$ cat config.mk
export PLATFORM = sky130hd
export DESIGN_NAME = dct_channel_ctrl
export DESIGN_NICKNAME = d
export VERILOG_FILES = /design/src/rtl/dct_pkg.sv /design/src/rtl/dct_addr_step.sv /design/src/rtl/dct_channel_ctrl.sv
export SDC_FILE = /design/constraint.sdc
export NUM_CORES = 1
export LEC_CHECK = 0
export ABC_AREA = 1
export CORE_ASPECT_RATIO = 1.4
export CORE_MARGIN = 10
export CORE_UTILIZATION = 53
export DETAILED_ROUTE_END_ITERATION = 10
export DONT_BUFFER_PORTS = 1
export GPL_TIMING_DRIVEN = 0
export PLACE_DENSITY = 0.66
export SLEW_MARGIN = 5
export SYNTH_ARGS = -nofsm -noshare
export SYNTH_HDL_FRONTEND = slang
export SYNTH_HIERARCHICAL = 1
export SYNTH_SLANG_ARGS = --single-unit
$ cat constraint.sdc
create_clock -name clk -period 5.8 [get_ports clk]
set_clock_uncertainty 0.2 [all_clocks]
set_input_delay 1.16 -clock clk [delete_from_list [all_inputs] [get_ports clk]]
set_output_delay 1.16 -clock clk [all_outputs]
set_load 0.05 [all_outputs]
$ cat src/rtl/dct_pkg.sv
package dct_pkg;

    // Register byte offsets on the Avalon-MM slave
    localparam logic [4:0] OFS_CTRL = 5'h00;
    localparam logic [4:0] OFS_SRC = 5'h04;
    localparam logic [4:0] OFS_DST = 5'h08;
    localparam logic [4:0] OFS_CMD = 5'h0C;
    localparam logic [4:0] OFS_RAW = 5'h10;
    localparam logic [4:0] OFS_STAT = 5'h14;

    // Field positions in channel_one_control_low
    localparam int SRC_BURST_LSB = 14;
    localparam int DST_BURST_LSB = 11;
    localparam int SRC_STEP_LSB = 9;
    localparam int DST_STEP_LSB = 7;
    localparam int SRC_W_LSB = 4;
    localparam int DST_W_LSB = 1;
    localparam int IRQ_EN_BIT = 0;

    // Bits 19:17 are reserved, upper fields are not part of this block
    localparam logic [31:0] CTRL_MASK = 32'h0001_FFFF;
    localparam logic [31:0] CTRL_RST = 32'h0000_4801;
    localparam logic [31:0] ADDR_RST = 32'h0000_0000;

    // Raw status bits
    localparam int RAW_SRC_BIT = 0;
    localparam int RAW_DST_BIT = 1;
    localparam int RAW_W = 2;

    // Command register bits
    localparam int CMD_START_BIT = 0;
    localparam int CMD_BUSY_BIT = 0;

    // Address step codes
    localparam logic [1:0] STEP_INC = 2'b00;
    localparam logic [1:0] STEP_DEC = 2'b01;

    // AHB transfer types
    localparam logic [1:0] HTRANS_IDLE = 2'b00;
    localparam logic [1:0] HTRANS_NONSEQ = 2'b10;

    typedef enum logic [2:0] {
        ST_IDLE,
        ST_RD_ADR,
        ST_RD_DAT,
        ST_WR_ADR,
        ST_WR_DAT
    } dct_state_t;

    // Items per burst: 000 is one item, then 4 doubling to 256
    function automatic logic [8:0] dct_burst_items(input logic [2:0] code);
        if (code == 3'h0) begin
            return 9'h001;
        end
        return 9'h002 << code;
    endfunction : dct_burst_items

    // Bytes per item: 8 to 128 bits, codes 101 and 11x are 256 bits
    function automatic logic [5:0] dct_item_bytes(input logic [2:0] code);
        if (code >= 3'h5) begin
            return 6'h20;
        end
        return 6'h01 << code;
    endfunction : dct_item_bytes

    function automatic logic [31:0] dct_be_merge(
        input logic [31:0] old_val,
        input logic [31:0] new_val,
        input logic [3:0] be
    );
        logic [31:0] res;
        res = old_val;
        for (int i = 0; i < 4; i++) begin
            if (be[i]) begin
                res[i*8 +: 8] = new_val[i*8 +: 8];
            end
        end
        return res;
    endfunction : dct_be_merge

endpackage : dct_pkg

$ cat src/rtl/dct_addr_step.sv
module dct_addr_step
    import dct_pkg::*;
#(
    parameter int AW = 32
) (
    // Clock and reset
    input wire logic clk,
    input wire logic resetn,
    // Software load
    input wire logic load,
    input wire logic [AW-1:0] load_val,
    // Beat completion and step setup
    input wire logic advance,
    input wire logic [1:0] step_mode,
    input wire logic [2:0] item_width,
    // Current address
    output logic [AW-1:0] addr
);

    logic [AW-1:0] stride;

    // One item width per beat keeps consecutive beats on adjacent items
    assign stride = AW'(dct_item_bytes(item_width));

    // A software load wins over a beat in the same cycle
    always_ff @(posedge clk or negedge resetn) begin
        if (!resetn) begin
            addr <= AW'(ADDR_RST);
        end else if (load) begin
            addr <= load_val;
        end else if (advance) begin
            case (step_mode)
                STEP_INC: addr <= addr + stride;
                STEP_DEC: addr <= addr - stride;
                default: addr <= addr;
            endcase
        end
    end

endmodule : dct_addr_step

$ cat src/rtl/dct_channel_ctrl.sv
// Overview of operation
// - Burst code sets items per burst request
// - Source address increments, decrements or holds
// - Destination address increments, decrements or holds
// - Source width drives hsize on reads, destination width on writes; resets to 000
// - Width codes decode 8 to 256 bits
// - Interrupt enable lets channel interrupts out
// - Enable masks output only; raw still records
module dct_channel_ctrl
    import dct_pkg::*;
(
    // Clock and reset
    input wire logic clk,
    input wire logic resetn,
    // Avalon-MM register slave
    input wire logic [4:0] avs_address,
    input wire logic avs_read,
    input wire logic avs_write,
    input wire logic [31:0] avs_writedata,
    input wire logic [3:0] avs_byteenable,
    output logic [31:0] avs_readdata,
    output logic avs_waitrequest,
    // Hardware burst request
    input wire logic src_burst_req,
    // AHB-lite master
    output logic [1:0] htrans,
    output logic [31:0] haddr,
    output logic [2:0] hsize,
    output logic hwrite,
    output logic [31:0] hwdata,
    input wire logic [31:0] hrdata,
    input wire logic hready,
    // Channel interrupt
    output logic chan_irq
);

    dct_state_t state;
    logic [31:0] channel_one_control_low;
    logic [31:0] src_addr;
    logic [31:0] dst_addr;
    logic [RAW_W-1:0] raw_status;
    logic [8:0] beats_left;
    logic [8:0] dst_left;

    logic [2:0] src_burst_len;
    logic [2:0] dst_burst_len;
    logic [1:0] src_addr_step;
    logic [1:0] dst_addr_step;
    logic [2:0] src_item_width;
    logic [2:0] dst_item_width;
    logic chan_irq_mask_on;

    logic acc;
    logic acc_wr;
    logic busy;
    logic start;
    logic rd_beat;
    logic wr_beat;
    logic src_done;
    logic dst_done;
    logic [RAW_W-1:0] raw_set;
    logic [RAW_W-1:0] raw_clr;
    logic [31:0] rd_mux;

    assign src_burst_len = channel_one_control_low[SRC_BURST_LSB +: 3];
    assign dst_burst_len = channel_one_control_low[DST_BURST_LSB +: 3];
    assign src_addr_step = channel_one_control_low[SRC_STEP_LSB +: 2];
    assign dst_addr_step = channel_one_control_low[DST_STEP_LSB +: 2];
    assign src_item_width = channel_one_control_low[SRC_W_LSB +: 3];
    assign dst_item_width = channel_one_control_low[DST_W_LSB +: 3];
    assign chan_irq_mask_on = channel_one_control_low[IRQ_EN_BIT];

    // Bus access completes on the edge where waitrequest is low
    assign acc = (avs_read || avs_write) && !avs_waitrequest;
    assign acc_wr = acc && avs_write;

    assign busy = (state != ST_IDLE);
    assign start = !busy && (src_burst_req
        || (acc_wr && avs_address == OFS_CMD && avs_byteenable[0]
            && avs_writedata[CMD_START_BIT]));
    assign rd_beat = (state == ST_RD_DAT) && hready;
    assign wr_beat = (state == ST_WR_DAT) && hready;
    assign src_done = wr_beat && (beats_left == 9'h001);
    assign dst_done = wr_beat && (dst_left == 9'h001);

    // Fixed one-wait-state slave: waitrequest drops for one cycle
    always_ff @(posedge clk or negedge resetn) begin
        if (!resetn) begin
            avs_waitrequest <= 1'b1;
        end else if ((avs_read || avs_write) && avs_waitrequest) begin
            avs_waitrequest <= 1'b0;
        end else begin
            avs_waitrequest <= 1'b1;
        end
    end

    always_comb begin
        case (avs_address)
            OFS_CTRL: rd_mux = channel_one_control_low;
            OFS_SRC: rd_mux = src_addr;
            OFS_DST: rd_mux = dst_addr;
            OFS_CMD: rd_mux = {31'h0, busy};
            OFS_RAW: rd_mux = {30'h0, raw_status};
            OFS_STAT: rd_mux = {30'h0, raw_status & {RAW_W{chan_irq_mask_on}}};
            default: rd_mux = 32'h0000_0000;
        endcase
    end

    // Read data is captured a cycle early so it stands at the accept edge
    always_ff @(posedge clk or negedge resetn) begin
        if (!resetn) begin
            avs_readdata <= 32'h0000_0000;
        end else if (avs_read && avs_waitrequest) begin
            avs_readdata <= rd_mux;
        end
    end

    always_ff @(posedge clk or negedge resetn) begin
        if (!resetn) begin
            channel_one_control_low <= CTRL_RST;
        end else if (acc_wr && avs_address == OFS_CTRL) begin
            channel_one_control_low <= dct_be_merge(channel_one_control_low,
                avs_writedata, avs_byteenable) & CTRL_MASK;
        end
    end

    dct_addr_step #(
        .AW(32)
    ) u_src_step (
        .clk(clk),
        .resetn(resetn),
        .load(acc_wr && avs_address == OFS_SRC),
        .load_val(dct_be_merge(src_addr, avs_writedata, avs_byteenable)),
        .advance(rd_beat),
        .step_mode(src_addr_step),
        .item_width(src_item_width),
        .addr(src_addr)
    );

    dct_addr_step #(
        .AW(32)
    ) u_dst_step (
        .clk(clk),
        .resetn(resetn),
        .load(acc_wr && avs_address == OFS_DST),
        .load_val(dct_be_merge(dst_addr, avs_writedata, avs_byteenable)),
        .advance(wr_beat),
        .step_mode(dst_addr_step),
        .item_width(dst_item_width),
        .addr(dst_addr)
    );

    // Each beat is one item read then one item written, no deeper buffer
    always_ff @(posedge clk or negedge resetn) begin
        if (!resetn) begin
            state <= ST_IDLE;
            htrans <= HTRANS_IDLE;
            haddr <= 32'h0000_0000;
            hsize <= 3'h0;
            hwrite <= 1'b0;
            hwdata <= 32'h0000_0000;
        end else begin
            case (state)
                ST_IDLE: begin
                    if (start) begin
                        state <= ST_RD_ADR;
                        htrans <= HTRANS_NONSEQ;
                        haddr <= src_addr;
                        hsize <= src_item_width;
                        hwrite <= 1'b0;
                    end
                end
                ST_RD_ADR: begin
                    if (hready) begin
                        state <= ST_RD_DAT;
                        htrans <= HTRANS_IDLE;
                    end
                end
                ST_RD_DAT: begin
                    if (hready) begin
                        state <= ST_WR_ADR;
                        hwdata <= hrdata;
                        htrans <= HTRANS_NONSEQ;
                        haddr <= dst_addr;
                        hsize <= dst_item_width;
                        hwrite <= 1'b1;
                    end
                end
                ST_WR_ADR: begin
                    if (hready) begin
                        state <= ST_WR_DAT;
                        htrans <= HTRANS_IDLE;
                    end
                end
                ST_WR_DAT: begin
                    if (hready) begin
                        hwrite <= 1'b0;
                        if (beats_left == 9'h001) begin
                            state <= ST_IDLE;
                        end else begin
                            state <= ST_RD_ADR;
                            htrans <= HTRANS_NONSEQ;
                            haddr <= src_addr;
                            hsize <= src_item_width;
                        end
                    end
                end
                default: begin
                    state <= ST_IDLE;
                    htrans <= HTRANS_IDLE;
                end
            endcase
        end
    end

    // Source and destination bursts count items independently
    always_ff @(posedge clk or negedge resetn) begin
        if (!resetn) begin
            beats_left <= 9'h001;
            dst_left <= 9'h001;
        end else if (start) begin
            beats_left <= dct_burst_items(src_burst_len);
            dst_left <= dct_burst_items(dst_burst_len);
        end else if (wr_beat) begin
            beats_left <= beats_left - 9'h001;
            if (dst_done) begin
                dst_left <= dct_burst_items(dst_burst_len);
            end else begin
                dst_left <= dst_left - 9'h001;
            end
        end
    end

    // Raw bits record regardless of the enable; a set beats a clear
    assign raw_set = {dst_done, src_done};
    assign raw_clr = (acc_wr && avs_address == OFS_RAW && avs_byteenable[0])
        ? avs_writedata[RAW_W-1:0] : '0;

    always_ff @(posedge clk or negedge resetn) begin
        if (!resetn) begin
            raw_status <= '0;
        end else begin
            raw_status <= (raw_status & ~raw_clr) | raw_set;
        end
    end

    always_ff @(posedge clk or negedge resetn) begin
        if (!resetn) begin
            chan_irq <= 1'b0;
        end else begin
            chan_irq <= (|raw_status) && chan_irq_mask_on;
        end
    end
endmodule : dct_channel_ctrl

==> out/summary.log <==
qor: critical_path.reg2reg_to u_src_step/addr[18]
qor: logic_synthesis.synth-compound-area-share 0.125
qor: place.dpl_cell_area 16000 µm²
qor: flow_run.maxCapViolCount 0
qor: critical_path.worstSetupPathType flop to flop
qor: sta.setup_viol 0
qor: logic_synthesis.synthAdderAreaFrac 0.0591
qor: clock_tree.worst_skew_late_latency 0.54 ns
qor: final_layout.final_nets 2537
qor: global_route.track_usage 0.285
qor: critical_path.cp_data_required_time 5.99 ns
qor: floorplan.die_width 165 µm
qor: logic_synthesis.synth_sequential_area_ratio 0.335
qor: critical_path.reg2reg_slack 1.89 ns
qor: sta.rsz0062_at_grt no
qor: logic_synthesis.main_combinational_cell_family_by_area_after_synthesis simple AND/OR/NAND/NOR gates
qor: critical_path.worst_ep_arrival_time 4.10 ns
qor: detailed_routing.dr.first_iter.drc_count 1279
qor: detailed_routing.detailroute.via_count 15400
qor: final_layout.post_layout_inst_area 16800 µm²
qor: clock_tree.cts.root.buffer_cell sky130_fd_sc_hd__clkbuf_16
qor: global_route.grt_overflow_total 0
qor: global_route.grt_max_degree 208
qor: power_and_ir_drop.max-vdd-ir-drop 0.261 mV
qor: logic_synthesis.synthMuxAreaShare 0.0109
qor: sta.max-slew-margin-rel 0.345
qor: final_layout.area.growth.synth_to_final 8.23%
qor: sta.final_hold_slack 0.115 ns
qor: sta.slew_of_the_pin_with_the_lowest_slew_margin 0.982 ns
qor: logic_synthesis.syn_area 15500 µm²
qor: final_layout.drive_above_1_share 0.0783
qor: sta.layout_setup_ws 1.89 ns
qor: clock_tree.cts-root-to-sink-buffers 3
qor: detailed_routing.final_antenna_net_count 0
qor: sta.final-max-slew-violation-count 0
qor: critical_path.critPathLaunchType flop
qor: floorplan.initial_core_util 0.535
qor: logic_synthesis.ys_dominant_reg_cell sky130_fd_sc_hd__dfrtp_1
qor: sta.max_freq 0.256 GHz
qor: clock_tree.cts-resized-gates 0
qor: floorplan.dieArea 36600 µm²
qor: detailed_routing.detailedRoute.firstPassIterationCount 6
qor: logic_synthesis.netlist_top_cells_area sky130_fd_sc_hd__dfrtp_1, sky130_fd_sc_hd__nand2_1, sky130_fd_sc_hd__inv_1
qor: detailed_routing.detail_route.wirelength 53700 µm
qor: floorplan.fp.coreArea 29000 µm²
qor: logic_synthesis.synthesis.instances 2361
qor: clock_tree.clock_tree_from_tritoncts built
qor: logic_synthesis.synth_nets 2512
qor: min_path.hold_path_class input pin to asynchronous set/reset pin
qor: power_and_ir_drop.power_density 460 nW/µm²
qor: floorplan.boundaryPins 183
qor: final_layout.insertedDiodeCount 0
qor: sta.period_needed 3.91 ns
qor: critical_path.setup.worst_path.end_class flop
qor: global_route.grt_antenna_before_repair 0
qor: clock_tree.cts-buffers-inserted 23
qor: critical_path.crit_fanout 14
qor: logic_synthesis.post_synth_xor_area_fraction 0.0158
qor: critical_path.rr_startpoint channel_one_control_low[10]
qor: clock_tree.ctsHoldBuffers 0
qor: logic_synthesis.yosys.area.top_type sky130_fd_sc_hd__dfrtp_1
qor: logic_synthesis.synthesis.yosys.warnings 6
qor: clock_tree.number_of_sinks_handled_by_clock_tree_synthesis 207
qor: logic_synthesis.synth_async_sr_flop_share 1.00
qor: logic_synthesis.number_of_distinct_standard_cells_referenced_by_the_synthesized_netlist 51
qor: logic_synthesis.synth-seq-cells 207
qor: global_route.grt_pass1_vias 15000
qor: logic_synthesis.post_synth.cell_area_avg 6.57 µm²
qor: power_and_ir_drop.cellLeakagePower 8.91 nW
qor: clock_tree.clock_pin_transition_on_the_worst_setup_and_hold_timing_paths 0.06 ns
qor: logic_synthesis.netlist.area_leader.share 0.324
qor: sta.finalCritPeriodShare 0.675
qor: place.finalWeightedCongestion 1.05
qor: place.portbufs 0
qor: global_route.grt_pass1_wl 82700 µm
qor: floorplan.row_count 74
qor: clock_tree.cts_post_setup_buffers_inserted 0
qor: logic_synthesis.synth_simple_gate_area_share 0.352
qor: detailed_routing.detail_route.drc_violations 0
qor: clock_tree.cts.htree.levels 1
qor: final_layout.post-route-util 0.579
qor: detailed_routing.avgViaCountPerCell 5.53
qor: sta.report.final.hold_viol_count 0
qor: place.place_hpwl 43500 µm
qor: place.pre_cts_ws 1.89 ns
qor: logic_synthesis.edff_count_synth 0
qor: floorplan.dieHeight 222 µm
qor: critical_path.r2r_cells 15
qor: sta.setup_tns 0 ns
qor: run_status.run_status finished clean
qor: detailed_routing.detail_route.wl_per_cell 19.3 µm
cell type report:
class	count	area, µm²
multi-input combinational	1754	8740
fill	2850	12200
clock buffer	29	628
buffer	67	323
inverter	333	1250
tap	380	475
clock inverter	11	171
sequential	207	5190
worst max-delay path, stage by stage, from the launching register on:
cell	delay, ns
sky130_fd_sc_hd__dfrtp_1	0.36
sky130_fd_sc_hd__inv_1	0.06
sky130_fd_sc_hd__nand2_1	0.27
sky130_fd_sc_hd__clkinv_1	0.52
sky130_fd_sc_hd__a21oi_1	0.47
sky130_fd_sc_hd__a21oi_1	0.28
sky130_fd_sc_hd__ha_1	0.48
sky130_fd_sc_hd__nand2_1	0.16
sky130_fd_sc_hd__nor2_1	0.15
sky130_fd_sc_hd__inv_1	0.15
sky130_fd_sc_hd__nor2_4	0.14
sky130_fd_sc_hd__nand4_1	0.15
sky130_fd_sc_hd__nand3_1	0.13
sky130_fd_sc_hd__nand2_1	0.05
sky130_fd_sc_hd__nand3_1	0.12
sky130_fd_sc_hd__nand3_1	0.08
metal layers:
metal  wire length [µm]  vias up  track usage
li1                   -     7535            -
met1              20600     7162        0.343
met2              25600      582        0.475
met3               5470      103       0.0724
met4               2010        0        0.110
met5                  0        -            0
cell usage after synthesis (3+ instances only):
| cell | count |
|---|---|
| sky130_fd_sc_hd__nand2_1 | 891 |
| sky130_fd_sc_hd__inv_1 | 316 |
| sky130_fd_sc_hd__dfrtp_1 | 201 |
| sky130_fd_sc_hd__o21ai_0 | 179 |
| sky130_fd_sc_hd__nor2_1 | 144 |
| sky130_fd_sc_hd__nand3_1 | 129 |
| sky130_fd_sc_hd__a21oi_1 | 77 |
| sky130_fd_sc_hd__ha_1 | 70 |
| sky130_fd_sc_hd__nand2_2 | 39 |
| sky130_fd_sc_hd__clkbuf_1 | 32 |
| sky130_fd_sc_hd__o22ai_1 | 22 |
| sky130_fd_sc_hd__buf_2 | 21 |
| sky130_fd_sc_hd__o211ai_1 | 21 |
| sky130_fd_sc_hd__a22o_1 | 17 |
| sky130_fd_sc_hd__nand4_1 | 15 |
| sky130_fd_sc_hd__xnor2_1 | 15 |
| sky130_fd_sc_hd__mux2_2 | 14 |
| sky130_fd_sc_hd__nor2_2 | 13 |
| sky130_fd_sc_hd__xor2_1 | 13 |
| sky130_fd_sc_hd__inv_2 | 12 |
| sky130_fd_sc_hd__nand3b_1 | 12 |
| sky130_fd_sc_hd__o21bai_1 | 11 |
| sky130_fd_sc_hd__nor2_4 | 10 |
| sky130_fd_sc_hd__nor3_1 | 9 |
| sky130_fd_sc_hd__nand3_2 | 8 |
| sky130_fd_sc_hd__o21ai_1 | 8 |
| sky130_fd_sc_hd__buf_4 | 6 |
| sky130_fd_sc_hd__dfstp_2 | 6 |
| sky130_fd_sc_hd__a21oi_2 | 5 |
| sky130_fd_sc_hd__buf_1 | 5 |
| sky130_fd_sc_hd__clkinv_1 | 4 |
| sky130_fd_sc_hd__and3_1 | 3 |
| sky130_fd_sc_hd__buf_6 | 3 |
| sky130_fd_sc_hd__nor3_2 | 3 |
| sky130_fd_sc_hd__nor4_1 | 3 |
| sky130_fd_sc_hd__or2_2 | 3 |
kinds of logic (layout without fill, tap and decap cells):
group / after synthesis / in the layout
and+or+nand+nor: 1291 / 1291
xor gates and xnor gates: 28 / 28
buffers and inverters: 400 / 440
adders and majority gates: 72 / 72
muxes: 15 / 15
AOI/OAI and AO/OA: 347 / 347
DFF: 207 / 207
other: 1 / 1
power breakdown:
part,internal (W),total (W),switching [W]
combinational,0.00105,0.00308,0.00203
sequential,0.00187,0.00306,0.00119
clock,0.000947,0.00158,0.000628
total,0.00387,0.00771,0.00384
sequential cells by signal, indices dropped and copies added (netlist names):
name / cells
raw_status: 2
haddr: 32
dst_left: 9
u_dst_step/addr: 32
avs_waitrequest: 1
chan_irq: 1
hwdata: 32
hwrite: 1
htrans: 1
u_src_step/addr: 32
beats_left: 9
avs_readdata: 32
hsize: 3
state: 3
channel_one_control_low: 17
stage by stage:
stage	instances	power, W
floorplan	2361	0.00515
global placement	2741	0.00605
detailed placement	2741	0.00611
CTS	2781	0.00770
global route	2781	0.00824
finish	2781	0.00771
layout by cell type (no fill, tap or decap), types with 4 or more instances in the layout:
cell / synthesis / layout
sky130_fd_sc_hd__nand2_1: 891 / 891
sky130_fd_sc_hd__inv_2: 12 / 12
sky130_fd_sc_hd__o22ai_1: 22 / 22
sky130_fd_sc_hd__mux2_2: 14 / 14
sky130_fd_sc_hd__o21ai_0: 179 / 179
sky130_fd_sc_hd__xor2_1: 13 / 13
sky130_fd_sc_hd__clkinv_1: 4 / 4
sky130_fd_sc_hd__a22o_1: 17 / 17
sky130_fd_sc_hd__nand3_2: 8 / 8
sky130_fd_sc_hd__nor2_1: 144 / 144
sky130_fd_sc_hd__a21oi_1: 77 / 77
sky130_fd_sc_hd__clkbuf_16: 0 / 23
sky130_fd_sc_hd__ha_1: 70 / 70
sky130_fd_sc_hd__clkbuf_1: 32 / 35
sky130_fd_sc_hd__nor3_1: 9 / 9
sky130_fd_sc_hd__a21oi_2: 5 / 5
sky130_fd_sc_hd__buf_1: 5 / 5
sky130_fd_sc_hd__dfstp_2: 6 / 6
sky130_fd_sc_hd__buf_4: 6 / 6
sky130_fd_sc_hd__o211ai_1: 21 / 21
sky130_fd_sc_hd__nand3b_1: 12 / 12
sky130_fd_sc_hd__bufinv_16: 0 / 4
sky130_fd_sc_hd__nand2_2: 39 / 39
sky130_fd_sc_hd__nor2_4: 10 / 10
sky130_fd_sc_hd__dfrtp_1: 201 / 201
sky130_fd_sc_hd__inv_1: 316 / 316
sky130_fd_sc_hd__nand3_1: 129 / 129
sky130_fd_sc_hd__buf_2: 21 / 21
sky130_fd_sc_hd__nand4_1: 15 / 15
sky130_fd_sc_hd__xnor2_1: 15 / 15
sky130_fd_sc_hd__o21bai_1: 11 / 11
sky130_fd_sc_hd__o21ai_1: 8 / 8
sky130_fd_sc_hd__nor2_2: 13 / 13
worst max path at each step:
stage,startpoint,to,slack [ns],cells past startpoint
finish,channel_one_control_low[10],u_src_step/addr[18],1.89,15
global route,channel_one_control_low[10],u_src_step/addr[24],1.60,16
CTS,channel_one_control_low[10],u_src_step/addr[18],1.88,15
detailed placement,channel_one_control_low[10],u_src_step/addr[18],1.89,15
global placement,channel_one_control_low[10],u_src_step/addr[18],1.94,15
floorplan,avs_address[1],u_dst_step/addr[28],2.80,12
Power figures use the tool's default switching activity.
